### config.mk
export PLATFORM = sky130hd
export DESIGN_NAME = rlc_top
export DESIGN_NICKNAME = d
export VERILOG_FILES = /design/src/shared/rlc_pkg.sv /design/src/logic/rlc_top.sv /design/src/logic/rlc_axil_slave.sv /design/src/logic/rlc_limit_cmp.sv
export VERILOG_INCLUDE_DIRS = /design/src /design/src/shared
export SDC_FILE = /design/constraint.sdc
export NUM_CORES = 1
export LEC_CHECK = 0
export BUFFER_PORTS_ARGS = -buffer_cell sky130_fd_sc_hd__buf_2
export CAP_MARGIN = 20
export CORE_MARGIN = 2
export CORE_UTILIZATION = 40
export CTS_CLUSTER_SIZE = 16
export DETAILED_ROUTE_END_ITERATION = 12
export SETUP_SLACK_MARGIN = 0.02
export SLEW_MARGIN = 20
export SYNTH_ARGS = -nofsm -noshare
export SYNTH_HDL_FRONTEND = slang
export SYNTH_SLANG_ARGS = --single-unit
### constraint.sdc
create_clock -name aclk -period 3.2 [get_ports aclk]
set_input_delay 0.8 -clock aclk [delete_from_list [all_inputs] [get_ports aclk]]
set_output_delay 0.8 -clock aclk [all_outputs]
set_load 0.03 [all_outputs]
### src/shared/rlc_defines.svh
// Constants for the channel range limit checker: sizes, indices, resets
`ifndef RLC_DEFINES_SVH
`define RLC_DEFINES_SVH

// ****************************************************************
// Sizes
// ****************************************************************
`define RLC_NUM_CH        4
`define RLC_CODE_W        20
`define RLC_ADDR_W        9
`define RLC_IDX_W         7
`define RLC_IDX_LSB       2

// ****************************************************************
// Register indices (byte address is four times the index)
// ****************************************************************
`define RLC_IDX_CH0_HIGH  7'h32
`define RLC_IDX_CH0_LOW   7'h35
`define RLC_IDX_CH1_HIGH  7'h44
`define RLC_IDX_CH1_LOW   7'h47
`define RLC_IDX_CH2_HIGH  7'h56
`define RLC_IDX_CH2_LOW   7'h59
`define RLC_IDX_CH3_HIGH  7'h68
`define RLC_IDX_CH3_LOW   7'h6B
`define RLC_IDX_HIGH_FLAGS 7'h70
`define RLC_IDX_LOW_FLAGS  7'h71
`define RLC_IDX_HIGH_MASK  7'h72
`define RLC_IDX_LOW_MASK   7'h73

// ****************************************************************
// Reset values and field layout
// ****************************************************************
`define RLC_HIGH_RESET    20'h7FFFF
`define RLC_LOW_RESET     20'h80000
`define RLC_MASK_RESET    4'h0
`define RLC_SIGN_BIT      19
`define RLC_LIM_READ_W    24

// ****************************************************************
// AXI4-Lite answer codes
// ****************************************************************
`define RLC_RESP_OKAY     2'h0
`define RLC_RESP_SLVERR   2'h2

`endif

### src/shared/rlc_pkg.sv
// Types shared by the channel range limit checker files
`include "rlc_defines.svh"

package rlc_pkg;

  // ****************************************************************
  // Conversion stream and limit types
  // ****************************************************************
  typedef logic signed [`RLC_CODE_W-1:0] rlc_code_t;

  // One raw conversion per channel, before any averaging
  typedef struct packed {
    logic [`RLC_NUM_CH-1:0]                  valid;
    logic [`RLC_NUM_CH-1:0][`RLC_CODE_W-1:0] code;
  } rlc_conv_s;

  // Flag pair reported by each channel checker
  typedef struct packed {
    logic hit_high;
    logic hit_low;
  } rlc_hit_s;

endpackage

### src/logic/rlc_top.sv
// Top of the four-channel range limit checker with its register file
//
// What this block does
// - Every conversion on each channel is compared with its own limits.
// - An out-of-range result sets that channel's high or low flag.
// - Raw conversions are checked, so averaged outputs hide no bad samples.
// - After reset limits are bipolar positive and negative full scale.
// - Software writes any signed code as a limit; later checks use it.
// - High limits sit at indices 0x32, 0x44, 0x56 and 0x68.
// - Low limits sit at indices 0x35, 0x47, 0x59 and 0x6B.
//
// The AXI4-Lite interface to the registers was chosen for this implementation.
`timescale 1ns/1ns
`include "rlc_defines.svh"

module rlc_top #(
  parameter int ADDR_W = `RLC_ADDR_W
) (
  input  wire logic              aclk,
  input  wire logic              aresetn,
  input  wire rlc_pkg::rlc_conv_s conv_in,
  input  wire logic [ADDR_W-1:0] s_axi_awaddr,
  input  wire logic              s_axi_awvalid,
  output logic                   s_axi_awready,
  input  wire logic [31:0]       s_axi_wdata,
  input  wire logic [3:0]        s_axi_wstrb,
  input  wire logic              s_axi_wvalid,
  output logic                   s_axi_wready,
  output logic [1:0]             s_axi_bresp,
  output logic                   s_axi_bvalid,
  input  wire logic              s_axi_bready,
  input  wire logic [ADDR_W-1:0] s_axi_araddr,
  input  wire logic              s_axi_arvalid,
  output logic                   s_axi_arready,
  output logic [31:0]            s_axi_rdata,
  output logic [1:0]             s_axi_rresp,
  output logic                   s_axi_rvalid,
  input  wire logic              s_axi_rready,
  output logic                   irq_q
);

  localparam int NUM_CH = `RLC_NUM_CH;
  localparam int CW     = `RLC_CODE_W;
  localparam int IW     = `RLC_IDX_W;
  localparam int IL     = `RLC_IDX_LSB;

  // ****************************************************************
  // Register index tables, channel 0 in the lowest slot
  // ****************************************************************
  localparam logic [NUM_CH-1:0][IW-1:0] HIGH_IDX = {
    `RLC_IDX_CH3_HIGH, `RLC_IDX_CH2_HIGH,
    `RLC_IDX_CH1_HIGH, `RLC_IDX_CH0_HIGH
  };
  localparam logic [NUM_CH-1:0][IW-1:0] LOW_IDX = {
    `RLC_IDX_CH3_LOW, `RLC_IDX_CH2_LOW,
    `RLC_IDX_CH1_LOW, `RLC_IDX_CH0_LOW
  };

  logic                           wr_en;
  logic [ADDR_W-1:0]              wr_addr;
  logic [31:0]                    wr_data;
  logic [3:0]                     wr_strb;
  logic                           wr_err;
  logic [ADDR_W-1:0]              rd_addr;
  logic [31:0]                    rd_data;
  logic                           rd_err;
  logic [IW-1:0]                  wr_idx;
  logic [IW-1:0]                  rd_idx;
  rlc_pkg::rlc_code_t             high_q [NUM_CH];
  rlc_pkg::rlc_code_t             low_q  [NUM_CH];
  rlc_pkg::rlc_hit_s [NUM_CH-1:0] hit;
  logic [NUM_CH-1:0]              high_flags;
  logic [NUM_CH-1:0]              low_flags;
  logic [NUM_CH-1:0]              high_mask_q;
  logic [NUM_CH-1:0]              low_mask_q;
  logic                           clr_high_wr;
  logic                           clr_low_wr;

  assign wr_idx = wr_addr[IL+IW-1:IL];
  assign rd_idx = rd_addr[IL+IW-1:IL];

  // Byte-lane merge of a 20-bit limit; lane 2 carries the top nibble
  function automatic rlc_pkg::rlc_code_t merge_limit(
    input rlc_pkg::rlc_code_t old_v,
    input logic [31:0]        data,
    input logic [3:0]         strb
  );
    rlc_pkg::rlc_code_t v;
    v = old_v;
    if (strb[0])
    begin
      v[7:0] = data[7:0];
    end
    if (strb[1])
    begin
      v[15:8] = data[15:8];
    end
    if (strb[2])
    begin
      v[CW-1:16] = data[CW-1:16];
    end
    return v;
  endfunction

  // ****************************************************************
  // Bus slave
  // ****************************************************************
  rlc_axil_slave #(
    .ADDR_W (ADDR_W)
  ) u_bus (
    .aclk          (aclk),
    .aresetn       (aresetn),
    .s_axi_awaddr  (s_axi_awaddr),
    .s_axi_awvalid (s_axi_awvalid),
    .s_axi_awready (s_axi_awready),
    .s_axi_wdata   (s_axi_wdata),
    .s_axi_wstrb   (s_axi_wstrb),
    .s_axi_wvalid  (s_axi_wvalid),
    .s_axi_wready  (s_axi_wready),
    .s_axi_bresp   (s_axi_bresp),
    .s_axi_bvalid  (s_axi_bvalid),
    .s_axi_bready  (s_axi_bready),
    .s_axi_araddr  (s_axi_araddr),
    .s_axi_arvalid (s_axi_arvalid),
    .s_axi_arready (s_axi_arready),
    .s_axi_rdata   (s_axi_rdata),
    .s_axi_rresp   (s_axi_rresp),
    .s_axi_rvalid  (s_axi_rvalid),
    .s_axi_rready  (s_axi_rready),
    .wr_en         (wr_en),
    .wr_addr       (wr_addr),
    .wr_data       (wr_data),
    .wr_strb       (wr_strb),
    .wr_err        (wr_err),
    .rd_addr       (rd_addr),
    .rd_data       (rd_data),
    .rd_err        (rd_err)
  );

  // Flag clears are write-one-to-clear on byte lane 0
  assign clr_high_wr = wr_en && wr_strb[0] && (wr_idx == `RLC_IDX_HIGH_FLAGS);
  assign clr_low_wr  = wr_en && wr_strb[0] && (wr_idx == `RLC_IDX_LOW_FLAGS);

  // ****************************************************************
  // Per-channel limit registers and checkers
  // ****************************************************************
  generate
    for (genvar ch = 0; ch < NUM_CH; ch++)
    begin : g_ch
      logic hi_sel;
      logic lo_sel;

      assign hi_sel = wr_en && (wr_idx == HIGH_IDX[ch]);
      assign lo_sel = wr_en && (wr_idx == LOW_IDX[ch]);

      // Limits: bipolar full scale out of reset, then whatever is written
      always_ff @(posedge aclk)
      begin
        if (!aresetn)
        begin
          high_q[ch] <= `RLC_HIGH_RESET;
          low_q[ch]  <= `RLC_LOW_RESET;
        end
        else
        begin
          if (hi_sel)
          begin
            high_q[ch] <= merge_limit(high_q[ch], wr_data, wr_strb);
          end
          if (lo_sel)
          begin
            low_q[ch] <= merge_limit(low_q[ch], wr_data, wr_strb);
          end
        end
      end

      // Fed by every raw conversion, never by the averaged result
      rlc_limit_cmp u_cmp (
        .aclk       (aclk),
        .aresetn    (aresetn),
        .conv_valid (conv_in.valid[ch]),
        .conv_code  (conv_in.code[ch]),
        .high_limit (high_q[ch]),
        .low_limit  (low_q[ch]),
        .clr_high   (clr_high_wr && wr_data[ch]),
        .clr_low    (clr_low_wr && wr_data[ch]),
        .hit_q      (hit[ch])
      );

      assign high_flags[ch] = hit[ch].hit_high;
      assign low_flags[ch]  = hit[ch].hit_low;
    end
  endgenerate

  // ****************************************************************
  // Interrupt masks and output
  // ****************************************************************
  always_ff @(posedge aclk)
  begin
    if (!aresetn)
    begin
      high_mask_q <= `RLC_MASK_RESET;
      low_mask_q  <= `RLC_MASK_RESET;
    end
    else if (wr_en && wr_strb[0])
    begin
      if (wr_idx == `RLC_IDX_HIGH_MASK)
      begin
        high_mask_q <= wr_data[NUM_CH-1:0];
      end
      if (wr_idx == `RLC_IDX_LOW_MASK)
      begin
        low_mask_q <= wr_data[NUM_CH-1:0];
      end
    end
  end

  // Registered, so the line rises one cycle after the flag is seen
  always_ff @(posedge aclk)
  begin
    if (!aresetn)
    begin
      irq_q <= 1'b0;
    end
    else
    begin
      irq_q <= |((high_flags & high_mask_q) | (low_flags & low_mask_q));
    end
  end

  // ****************************************************************
  // Address decode for writes and read data mux
  // ****************************************************************
  always_comb
  begin
    wr_err = 1'b1;
    if ((wr_idx == `RLC_IDX_HIGH_FLAGS) || (wr_idx == `RLC_IDX_LOW_FLAGS) ||
        (wr_idx == `RLC_IDX_HIGH_MASK) || (wr_idx == `RLC_IDX_LOW_MASK))
    begin
      wr_err = 1'b0;
    end
    for (int ch = 0; ch < NUM_CH; ch++)
    begin
      if ((wr_idx == HIGH_IDX[ch]) || (wr_idx == LOW_IDX[ch]))
      begin
        wr_err = 1'b0;
      end
    end
  end

  // Limits read back sign-extended to 24 bits; bits above read zero
  always_comb
  begin
    rd_data = 32'h0000_0000;
    rd_err  = 1'b1;
    unique case (rd_idx)
      `RLC_IDX_HIGH_FLAGS:
      begin
        rd_data[NUM_CH-1:0] = high_flags;
        rd_err              = 1'b0;
      end
      `RLC_IDX_LOW_FLAGS:
      begin
        rd_data[NUM_CH-1:0] = low_flags;
        rd_err              = 1'b0;
      end
      `RLC_IDX_HIGH_MASK:
      begin
        rd_data[NUM_CH-1:0] = high_mask_q;
        rd_err              = 1'b0;
      end
      `RLC_IDX_LOW_MASK:
      begin
        rd_data[NUM_CH-1:0] = low_mask_q;
        rd_err              = 1'b0;
      end
      default:
      begin
        rd_err = 1'b1;
      end
    endcase
    for (int ch = 0; ch < NUM_CH; ch++)
    begin
      if (rd_idx == HIGH_IDX[ch])
      begin
        rd_data[`RLC_LIM_READ_W-1:0] =
          {{(`RLC_LIM_READ_W-CW){high_q[ch][`RLC_SIGN_BIT]}}, high_q[ch]};
        rd_err = 1'b0;
      end
      if (rd_idx == LOW_IDX[ch])
      begin
        rd_data[`RLC_LIM_READ_W-1:0] =
          {{(`RLC_LIM_READ_W-CW){low_q[ch][`RLC_SIGN_BIT]}}, low_q[ch]};
        rd_err = 1'b0;
      end
    end
  end

endmodule

### src/logic/rlc_axil_slave.sv
// AXI4-Lite slave front end for the range limit checker registers
`timescale 1ns/1ns
`include "rlc_defines.svh"

module rlc_axil_slave #(
  parameter int ADDR_W = `RLC_ADDR_W
) (
  input  wire logic              aclk,
  input  wire logic              aresetn,
  input  wire logic [ADDR_W-1:0] s_axi_awaddr,
  input  wire logic              s_axi_awvalid,
  output logic                   s_axi_awready,
  input  wire logic [31:0]       s_axi_wdata,
  input  wire logic [3:0]        s_axi_wstrb,
  input  wire logic              s_axi_wvalid,
  output logic                   s_axi_wready,
  output logic [1:0]             s_axi_bresp,
  output logic                   s_axi_bvalid,
  input  wire logic              s_axi_bready,
  input  wire logic [ADDR_W-1:0] s_axi_araddr,
  input  wire logic              s_axi_arvalid,
  output logic                   s_axi_arready,
  output logic [31:0]            s_axi_rdata,
  output logic [1:0]             s_axi_rresp,
  output logic                   s_axi_rvalid,
  input  wire logic              s_axi_rready,
  output logic                   wr_en,
  output logic [ADDR_W-1:0]      wr_addr,
  output logic [31:0]            wr_data,
  output logic [3:0]             wr_strb,
  input  wire logic              wr_err,
  output logic [ADDR_W-1:0]      rd_addr,
  input  wire logic [31:0]       rd_data,
  input  wire logic              rd_err
);

  logic aw_held_q;
  logic w_held_q;

  // Write commits only once address and data are both held and the
  // previous answer has gone, so one write is in flight at a time
  assign wr_en   = aw_held_q && w_held_q && !s_axi_bvalid;
  assign rd_addr = s_axi_araddr;

  // ****************************************************************
  // Write address channel
  // ****************************************************************
  always_ff @(posedge aclk)
  begin
    if (!aresetn)
    begin
      aw_held_q     <= 1'b0;
      s_axi_awready <= 1'b0;
      wr_addr       <= '0;
    end
    else if (wr_en)
    begin
      aw_held_q     <= 1'b0;
      s_axi_awready <= 1'b1;
    end
    else if (s_axi_awvalid && s_axi_awready)
    begin
      aw_held_q     <= 1'b1;
      s_axi_awready <= 1'b0;
      wr_addr       <= s_axi_awaddr;
    end
    else
    begin
      s_axi_awready <= !aw_held_q;
    end
  end

  // ****************************************************************
  // Write data channel
  // ****************************************************************
  always_ff @(posedge aclk)
  begin
    if (!aresetn)
    begin
      w_held_q     <= 1'b0;
      s_axi_wready <= 1'b0;
      wr_data      <= '0;
      wr_strb      <= '0;
    end
    else if (wr_en)
    begin
      w_held_q     <= 1'b0;
      s_axi_wready <= 1'b1;
    end
    else if (s_axi_wvalid && s_axi_wready)
    begin
      w_held_q     <= 1'b1;
      s_axi_wready <= 1'b0;
      wr_data      <= s_axi_wdata;
      wr_strb      <= s_axi_wstrb;
    end
    else
    begin
      s_axi_wready <= !w_held_q;
    end
  end

  // ****************************************************************
  // Write response
  // ****************************************************************
  always_ff @(posedge aclk)
  begin
    if (!aresetn)
    begin
      s_axi_bvalid <= 1'b0;
      s_axi_bresp  <= `RLC_RESP_OKAY;
    end
    else if (wr_en)
    begin
      s_axi_bvalid <= 1'b1;
      s_axi_bresp  <= wr_err ? `RLC_RESP_SLVERR : `RLC_RESP_OKAY;
    end
    else if (s_axi_bvalid && s_axi_bready)
    begin
      s_axi_bvalid <= 1'b0;
    end
  end

  // ****************************************************************
  // Read channel; data is sampled at the address handshake
  // ****************************************************************
  always_ff @(posedge aclk)
  begin
    if (!aresetn)
    begin
      s_axi_arready <= 1'b0;
      s_axi_rvalid  <= 1'b0;
      s_axi_rdata   <= '0;
      s_axi_rresp   <= `RLC_RESP_OKAY;
    end
    else if (s_axi_arvalid && s_axi_arready)
    begin
      s_axi_arready <= 1'b0;
      s_axi_rvalid  <= 1'b1;
      s_axi_rdata   <= rd_err ? 32'h0000_0000 : rd_data;
      s_axi_rresp   <= rd_err ? `RLC_RESP_SLVERR : `RLC_RESP_OKAY;
    end
    else if (s_axi_rvalid && s_axi_rready)
    begin
      s_axi_rvalid  <= 1'b0;
      s_axi_arready <= 1'b1;
    end
    else
    begin
      s_axi_arready <= !s_axi_rvalid;
    end
  end

endmodule

### src/logic/rlc_limit_cmp.sv
// One channel's limit comparison with its sticky high and low flags
`timescale 1ns/1ns
`include "rlc_defines.svh"

module rlc_limit_cmp (
  input  wire logic              aclk,
  input  wire logic              aresetn,
  input  wire logic              conv_valid,
  input  wire rlc_pkg::rlc_code_t conv_code,
  input  wire rlc_pkg::rlc_code_t high_limit,
  input  wire rlc_pkg::rlc_code_t low_limit,
  input  wire logic              clr_high,
  input  wire logic              clr_low,
  output rlc_pkg::rlc_hit_s      hit_q
);

  logic above;
  logic below;

  // Signed compares, strict on both sides so a code equal to a limit
  // is still in range
  assign above = conv_valid && (conv_code > high_limit);
  assign below = conv_valid && (conv_code < low_limit);

  // ****************************************************************
  // Sticky flags; a new hit in the clearing cycle keeps the flag set
  // ****************************************************************
  always_ff @(posedge aclk)
  begin
    if (!aresetn)
    begin
      hit_q <= '0;
    end
    else
    begin
      hit_q.hit_high <= (hit_q.hit_high && !clr_high) || above;
      hit_q.hit_low  <= (hit_q.hit_low && !clr_low) || below;
    end
  end

endmodule

==> results of run 1 <==
## cell families (layout without fill, tap and decap cells)
family,after synthesis,after routing,synth area share
and+or+nand+nor,529,529,0.186
AOI/OAI and AO/OA,386,386,0.170
adders and majority gates,156,156,0.131
buffers and inverters,263,433,0.0732
other,1,11,0.000252
DFF,236,236,0.425
muxes,20,20,0.0138
## placed cells by master (no fill, tap or decap), drive strengths merged, types with 34 or more instances in the layout
master	count
dfxtp	76
inv	174
o22ai	34
or2	58
o21ai	54
a21oi	136
nand2	145
edfxtp	160
and2	80
nor2	95
ha	156
buf	211
## per-layer routing
layer | share of wire | track usage
met4 | 0.029 | 0.0705
met1 | 0.45 | 0.380
met3 | 0.065 | 0.0315
met2 | 0.46 | 0.440
met5 | 0 | 0
## layout make-up
cell class                 count  area share
clock buffer                  33      0.0425
multi-input combinational   1101       0.438
clock inverter                15     0.00920
sequential                   236       0.369
antenna                        1    0.000146
tap                          468      0.0342
timing repair buffer         211      0.0692
inverter                     174      0.0381
## power by group through the flow
| stage | sequential [mW] | clock [mW] | combinational [mW] |
|---|---|---|---|
| floorplan | 3.44 | 0 | 0.454 |
| global placement | 3.51 | 0 | 0.732 |
| detailed placement | 3.51 | 0 | 0.751 |
| CTS | 3.44 | 3.12 | 0.755 |
| global route | 3.45 | 3.25 | 0.842 |
| finish | 3.45 | 3.10 | 0.759 |
## metrics by stage
step                      area [sq um]  hold slack [ps]  worst slack, ps   util  power [mW]
after floorplan                  14900              436              687      -        3.89
after global routing             17100              487              548  0.468        7.54
final                            17100              447              690  0.468        7.31
after detailed placement         16300              435              223  0.444        4.26
after global placement           16300              438              218  0.444        4.24
after CTS                        17100              449              676  0.468        7.32
## state kept, by name (all words and copies together) (netlist names)
signal,flops
g_ch.u_cmp.hit_q,8
high_mask_q,4
high_q,80
irq_q,1
low_mask_q,4
low_q,80
u_bus.aw_held_q,1
u_bus.s_axi_arready,1
u_bus.s_axi_awready,1
u_bus.s_axi_bresp,1
u_bus.s_axi_bvalid,1
u_bus.s_axi_rdata,20
u_bus.s_axi_rresp,1
u_bus.s_axi_rvalid,1
u_bus.s_axi_wready,1
u_bus.w_held_q,1
u_bus.wr_addr,7
u_bus.wr_data,20
u_bus.wr_strb,3
## worst min-delay path, delay by kind of cell (launching register included)
| family | cells | cell delay, ps |
|---|---|---|
| flops | 1 | 320 |
| simple gates | 1 | 50 |
| compound gates | 1 | 50 |
## worst min-delay path by stage
| stage | slack [ps] | endpoint | start |
|---|---|---|---|
| after floorplan | 440 | u_bus.wr_data[19]$_SDFFE_PN0P_ | u_bus.wr_data[19]$_SDFFE_PN0P_ |
| after global placement | 440 | u_bus.s_axi_rdata[10]$_SDFFE_PN0P_ | u_bus.s_axi_rdata[10]$_SDFFE_PN0P_ |
| after detailed placement | 430 | u_bus.s_axi_rdata[10]$_SDFFE_PN0P_ | u_bus.s_axi_rdata[10]$_SDFFE_PN0P_ |
| after CTS | 450 | u_bus.s_axi_rdata[10]$_SDFFE_PN0P_ | u_bus.s_axi_rdata[10]$_SDFFE_PN0P_ |
| after global routing | 490 | u_bus.s_axi_rdata[11]$_SDFFE_PN0P_ | u_bus.s_axi_rdata[11]$_SDFFE_PN0P_ |
| final | 450 | u_bus.s_axi_rdata[10]$_SDFFE_PN0P_ | u_bus.s_axi_rdata[10]$_SDFFE_PN0P_ |
==> out/qor.yml, run 1 <==
timing:
  hold_violations: 0
  worstMarginPinSlew_ps: 884
  finalSetupViolCount: 0
  fin_crit_ps: 2510
  relSlewSlack: 0.410
  max_freq_mhz: 398
  rsz0062_at_grt: "false"
  tns_ps: 0
  drv_slew: 0
  finClkSkew_ps: 11.4
  fin_crit_sh: 0.784
grt:
  track_usage: 0.269
  antenna_found_initial: 0
  grt_pass1_wl_mm: 77.0
  grt_max_degree: 26
  grt_pass1_vias: 11975
  overflow: 0
synth:
  yosysWarningCount: 0
  ys_ff_latch: 236
  ys_top_cells_by_area: "edfxtp_1, ha_1, dfxtp_1"
  avgSynthCellArea_sq_um: 9.35
  synth_edf_count: 160
  yosysTopAreaCellShare: 0.323
  netlist_top_cells_count: "inv_1, edfxtp_1, ha_1"
  synth_area_sq_mm: 0.0149
  yosysMostFrequentCell: "inv_1"
  ys_async_sr_fraction: 0
  ys.flop_type: "edfxtp_1"
  synth_cell_types: 72
  yosysSeqAreaShare: 0.425
  synthCells: 1591
  synth_top_area_cell: "edfxtp_1"
route:
  drt-pass1-iter-count: 5
  drc_errors: 0
  via_count: 12749
  ant_nets: 0
  vias_per_cell: 5.69
  totalWireLength_mm: 52.7
  post_drt_wl_per_cell_um: 23.5
  drt-initial-drc-count: 1163
clock_network:
  cts_tree: "yes"
  cts_setup_buffers: 0
  clk_pin_slew_ps: 60
  cts_sinks: 236
  cts_made_buffers: 26
  ctsResizeCount: 0
  clockBufferDepth: 3
  cts_hold_buf: 0
  clockRootBuffer: "clkbuf_16"
  cts-htree-levels: 1
  clk_latency_ps: 530
pwr:
  comb_power_share: 0.104
  peakVddDrop_mv: 0.415
  power.switching_mw: 1.86
  power_switching_share: 0.254
  power_frac_seq: 0.472
  internal-power_mw: 5.45
  p_per_area_mw_per_mm2: 426
  clkPwrFrac: 0.424
  p_leak_nw: 7.49
setup_path:
  startpoint: "s_axi_araddr[3]"
  reg2reg_from: "u_bus.wr_addr[6]$_SDFFE_PN0P_"
  end_kind: "flip-flop"
  worstSetupStartpointType: "primary input"
  criticalPathCategory: "in -> reg"
  slowest_delay_ps: 530
  rrSetupSlack_ps: 710
  slowest_stage: "a221oi_1"
  crit_family: "compound AO/OA/AOI/OAI gates"
  cp.arrival_ps: 2990
  cp_num_cells: 8
  endpoint: "u_bus.s_axi_rdata[9]$_SDFFE_PN0P_"
  worstRegToRegCells: 5
  crit_chain: "buf_2 -> nor3b_1 -> a22oi_1 -> o22ai_1 -> a21oi_1 -> a221oi_1 -> buf_4 -> a32o_1"
  crit_required_ps: 3680
  critical_path.max_fanout: 15
  r2r_end: "high_q[0][11]$_SDFFCE_PN1P_"
  cp.buffers_inverters: 2
cells_and_area:
  nets: 2051
  drive_gt1_frac: 0.187
  fin_cells: 2239
  fill_cells: 3592
  register_area_sq_mm: 0.00633
  multi_input_area_sq_mm: 0.00750
  syn_to_final_growth_pct: 15.3
die:
  die_area_sq_mm: 0.0387
  die_w_um: 197
  ios: 187
  rows: 70
  core_sq_mm: 0.0366
  start_util: 0.406
  die_h_um: 197
placed_design:
  port_buffers: 159
  gp_congestion: 0.964
  dp.cells: 2190
  dp_hpwl_mm: 41.6
hold_path:
  min_path_cells: 2
  holdCritPathClass: "reg -> reg"
run:
  cap_violations: 0
status:
  status: "completed"
Note: power is estimated with default switching activity, not from simulation.
==> run 2: changes to the inputs <==
Clock period 3.2 ns to 2.4 ns, I/O delays scaled along.
==> run 2 against run 1 <==
Effect of this change: die area stayed put; cell count is 2.8% higher; clock-buffer cell count is 2 higher; total power is 35% higher; cell area is 3.2% higher; largest power group unchanged.
==> out/qor.yml, run 2 (synthesis results as in run 1) <==
status:
  status: "completed"
setup_path:
  crit_top_cell: "nand2_1"
  slowest_delay_ps: 550  # +20 ps
  criticalPathCategory: "reg -> reg"
  crit_chain: "nand3b_1 -> or4_1 -> nor2_1 -> buf_4 -> nand2_1 -> nand2_1"
  cp.arrival_ps: 2420  # -570 ps
  worstRegToRegCells: 6  # +1
  reg2reg_from: "u_bus.wr_addr[6]$_SDFFE_PN0P_"
  slowest_stage: "or4_1"
  crit_family: "simple AND/OR/NAND/NOR gates"
  crit_required_ps: 2580  # -1100 ps
  worstSetupStartpointType: "flip-flop"
  end_kind: "flip-flop"
  critical_path.max_fanout: 22  # +7
  cp.buffers_inverters: 1  # -1
  rrSetupSlack_ps: 150  # -560 ps
  r2r_end: "low_q[2][13]$_SDFFCE_PN0P_"
cells_and_area:
  top_regs: "high_q (80), low_q (80)"
  final_common_cell: "inv_1"
  nets: 2116  # +3.2%
  fin_util: 0.483  # +0.0148
  fill_cells: 3539  # -1.5%
  final_cell_mix: "inv_1, edfxtp_1, buf_2, ha_1, nand2_1"
  stdcell_area_sq_mm: 0.0177  # +3.2%
  drive_gt1_frac: 0.215  # +0.0279
  syn_to_final_growth_pct: 18.9
grt:
  grt_pass1_wl_mm: 77.9  # +1.3%
  overflow: 0  # unchanged
  track_usage: 0.273  # +0.00382
  antenna_found_initial: 0  # unchanged
  grt_max_degree: 28  # +7.7%
  grt_pass1_vias: 12648  # +5.6%
die:
  ios: 187  # unchanged
  rows: 70  # unchanged
  start_util: 0.406  # unchanged
  die_h_um: 197  # unchanged
  core_sq_mm: 0.0366  # unchanged
  die_w_um: 197  # unchanged
  die_area_sq_mm: 0.0387  # unchanged
pwr:
  clkPwrFrac: 0.422  # -0.002
  p_leak_nw: 7.81  # +4.3%
  peakVddDrop_mv: 0.439  # +5.6%
  p_per_area_mw_per_mm2: 556  # +30%
  internal-power_mw: 7.41  # +36%
  comb_power_share: 0.112  # +0.008
  power_frac_seq: 0.466  # -0.006
  power.switching_mw: 2.42  # +30%
  power_switching_share: 0.246  # -0.00788
timing:
  finalSetupViolCount: 0  # unchanged
  rsz0062_at_grt: "false"
  hold_violations: 0  # unchanged
  setup_slack_ps: 154  # -536 ps
  finClkSkew_ps: 21.0  # +9.61 ps
  fin_crit_ps: 2250
  fin_crit_sh: 0.936
  relSlewSlack: 0.438  # +0.0275
  drv_slew: 0  # unchanged
  worstMarginPinSlew_ps: 843  # -41.2 ps
  tns_ps: 0  # unchanged
  max_freq_mhz: 445
hold_path:
  min_to: "u_bus.wr_data[6]$_SDFFE_PN0P_"
  holdCritPathClass: "in -> reg"
  min_path_cells: 3  # +1
  hold_path.startpoint: "s_axi_wdata[6]"
route:
  totalWireLength_mm: 53.3  # +1.3%
  ant_nets: 0  # unchanged
  via_count: 12920  # +1.3%
  drt-initial-drc-count: 1178  # +1.3%
  wl_met3_mm: 4.11  # +20%
  vias_per_cell: 5.61  # -1.4%
  drc_errors: 0  # unchanged
  wl_met2_mm: 24.4  # +1.7%
  top_layer: "met4"
  post_drt_wl_per_cell_um: 23.2  # -1.5%
  m1WireLength_mm: 22.8  # -3.9%
  drt-pass1-iter-count: 5  # unchanged
clock_network:
  clockBufferDepth: 3  # unchanged
  clk_pin_slew_ps: 60  # about the same
  cts_tree: "yes"
  clockRootBuffer: "clkbuf_16"
  clk_latency_ps: 530  # about the same
  cts-htree-levels: 1  # unchanged
  cts_made_buffers: 25  # -3.8%
  cts_sinks: 236  # unchanged
  cts_setup_buffers: 0  # unchanged
placed_design:
  dp_slack_ps: -291  # -514 ps
  placed_area_sq_mm: 0.0168  # +3.4%
  gp_congestion: 0.951  # -1.3%
  port_buffers: 159  # unchanged
  dp_hpwl_mm: 42.3  # +1.9%
run:
  cap_violations: 0  # unchanged
run 2: cell count changes in the layout (fill, tap and decap cells not counted), moves of 2 or more:
cell	change
buf_4	+62
buf_12	+4
clkinvlp_2	-2
bufinv_16	+2
nand2_1	-2
clkbuf_8	-2
clkbuf_1	+5
nand2_2	+2
clkinv_2	-2
run 2: area by class of cell:
type / instances / area [sq um] / area share
multi-input combinational: 1101 / 7510 / 0.425
timing repair buffer: 277 / 1730 / 0.0979
clock buffer: 35 / 694 / 0.0393
inverter: 174 / 653 / 0.0369
tap: 468 / 586 / 0.0331
sequential: 236 / 6330 / 0.358
clock inverter: 10 / 178 / 0.0100
antenna: 1 / 2.50 / 0.000142
run 2: power by group through the flow:
stage / Sequential [mW] / Combinational, mW / Clock [mW]
floorplan: 4.58 / 0.605 / 0
global placement: 4.66 / 1.06 / 0
detailed placement: 4.67 / 1.08 / 0
CTS: 4.58 / 1.09 / 4.18
global route: 4.59 / 1.22 / 4.33
finish: 4.58 / 1.10 / 4.15
run 2: per-stage QoR:
stage | cells | total power [mW] | hold WS (ps)
floorplan | 1600 | 5.19 | 436
global placement | 2256 | 5.72 | 442
detailed placement | 2256 | 5.75 | 446
CTS | 2301 | 9.85 | 293
global route | 2301 | 10.1 | 324
finish | 2302 | 9.83 | 309
run 2: worst min-delay path: stages:
cell	delay, ps
buf_2	90
nand2_1	40
a21oi_1	50
run 2: metal layers:
metal,track usage,up-vias
met2,0.450,530
met3,0.0459,96
met4,0.0925,0
li1,-,6090
met5,0,-
met1,0.365,6204
run 2: what timing repair did:
item | CTS | global route
setup endpoints to repair | 0 | 24
hold buffers | 0 | 0
gates resized for setup | 0 | 4
run 2: worst max path at each step:
stage | depth (start not counted) | start | to
final | 6 | u_bus.wr_addr[6]$_SDFFE_PN0P_ | low_q[2][13]$_SDFFCE_PN0P_
after global routing | 6 | u_bus.wr_addr[2]$_SDFFE_PN0P_ | low_q[2][11]$_SDFFCE_PN0P_
after CTS | 6 | u_bus.wr_addr[8]$_SDFFE_PN0P_ | low_q[1][13]$_SDFFCE_PN0P_
after detailed placement | 8 | s_axi_araddr[3] | u_bus.s_axi_rdata[17]$_SDFFE_PN0P_
after global placement | 7 | s_axi_araddr[2] | u_bus.s_axi_rdata[17]$_SDFFE_PN0P_
after floorplan | 5 | u_bus.s_axi_bvalid$_SDFFE_PN0P_ | high_q[3][10]$_SDFFCE_PN1P_
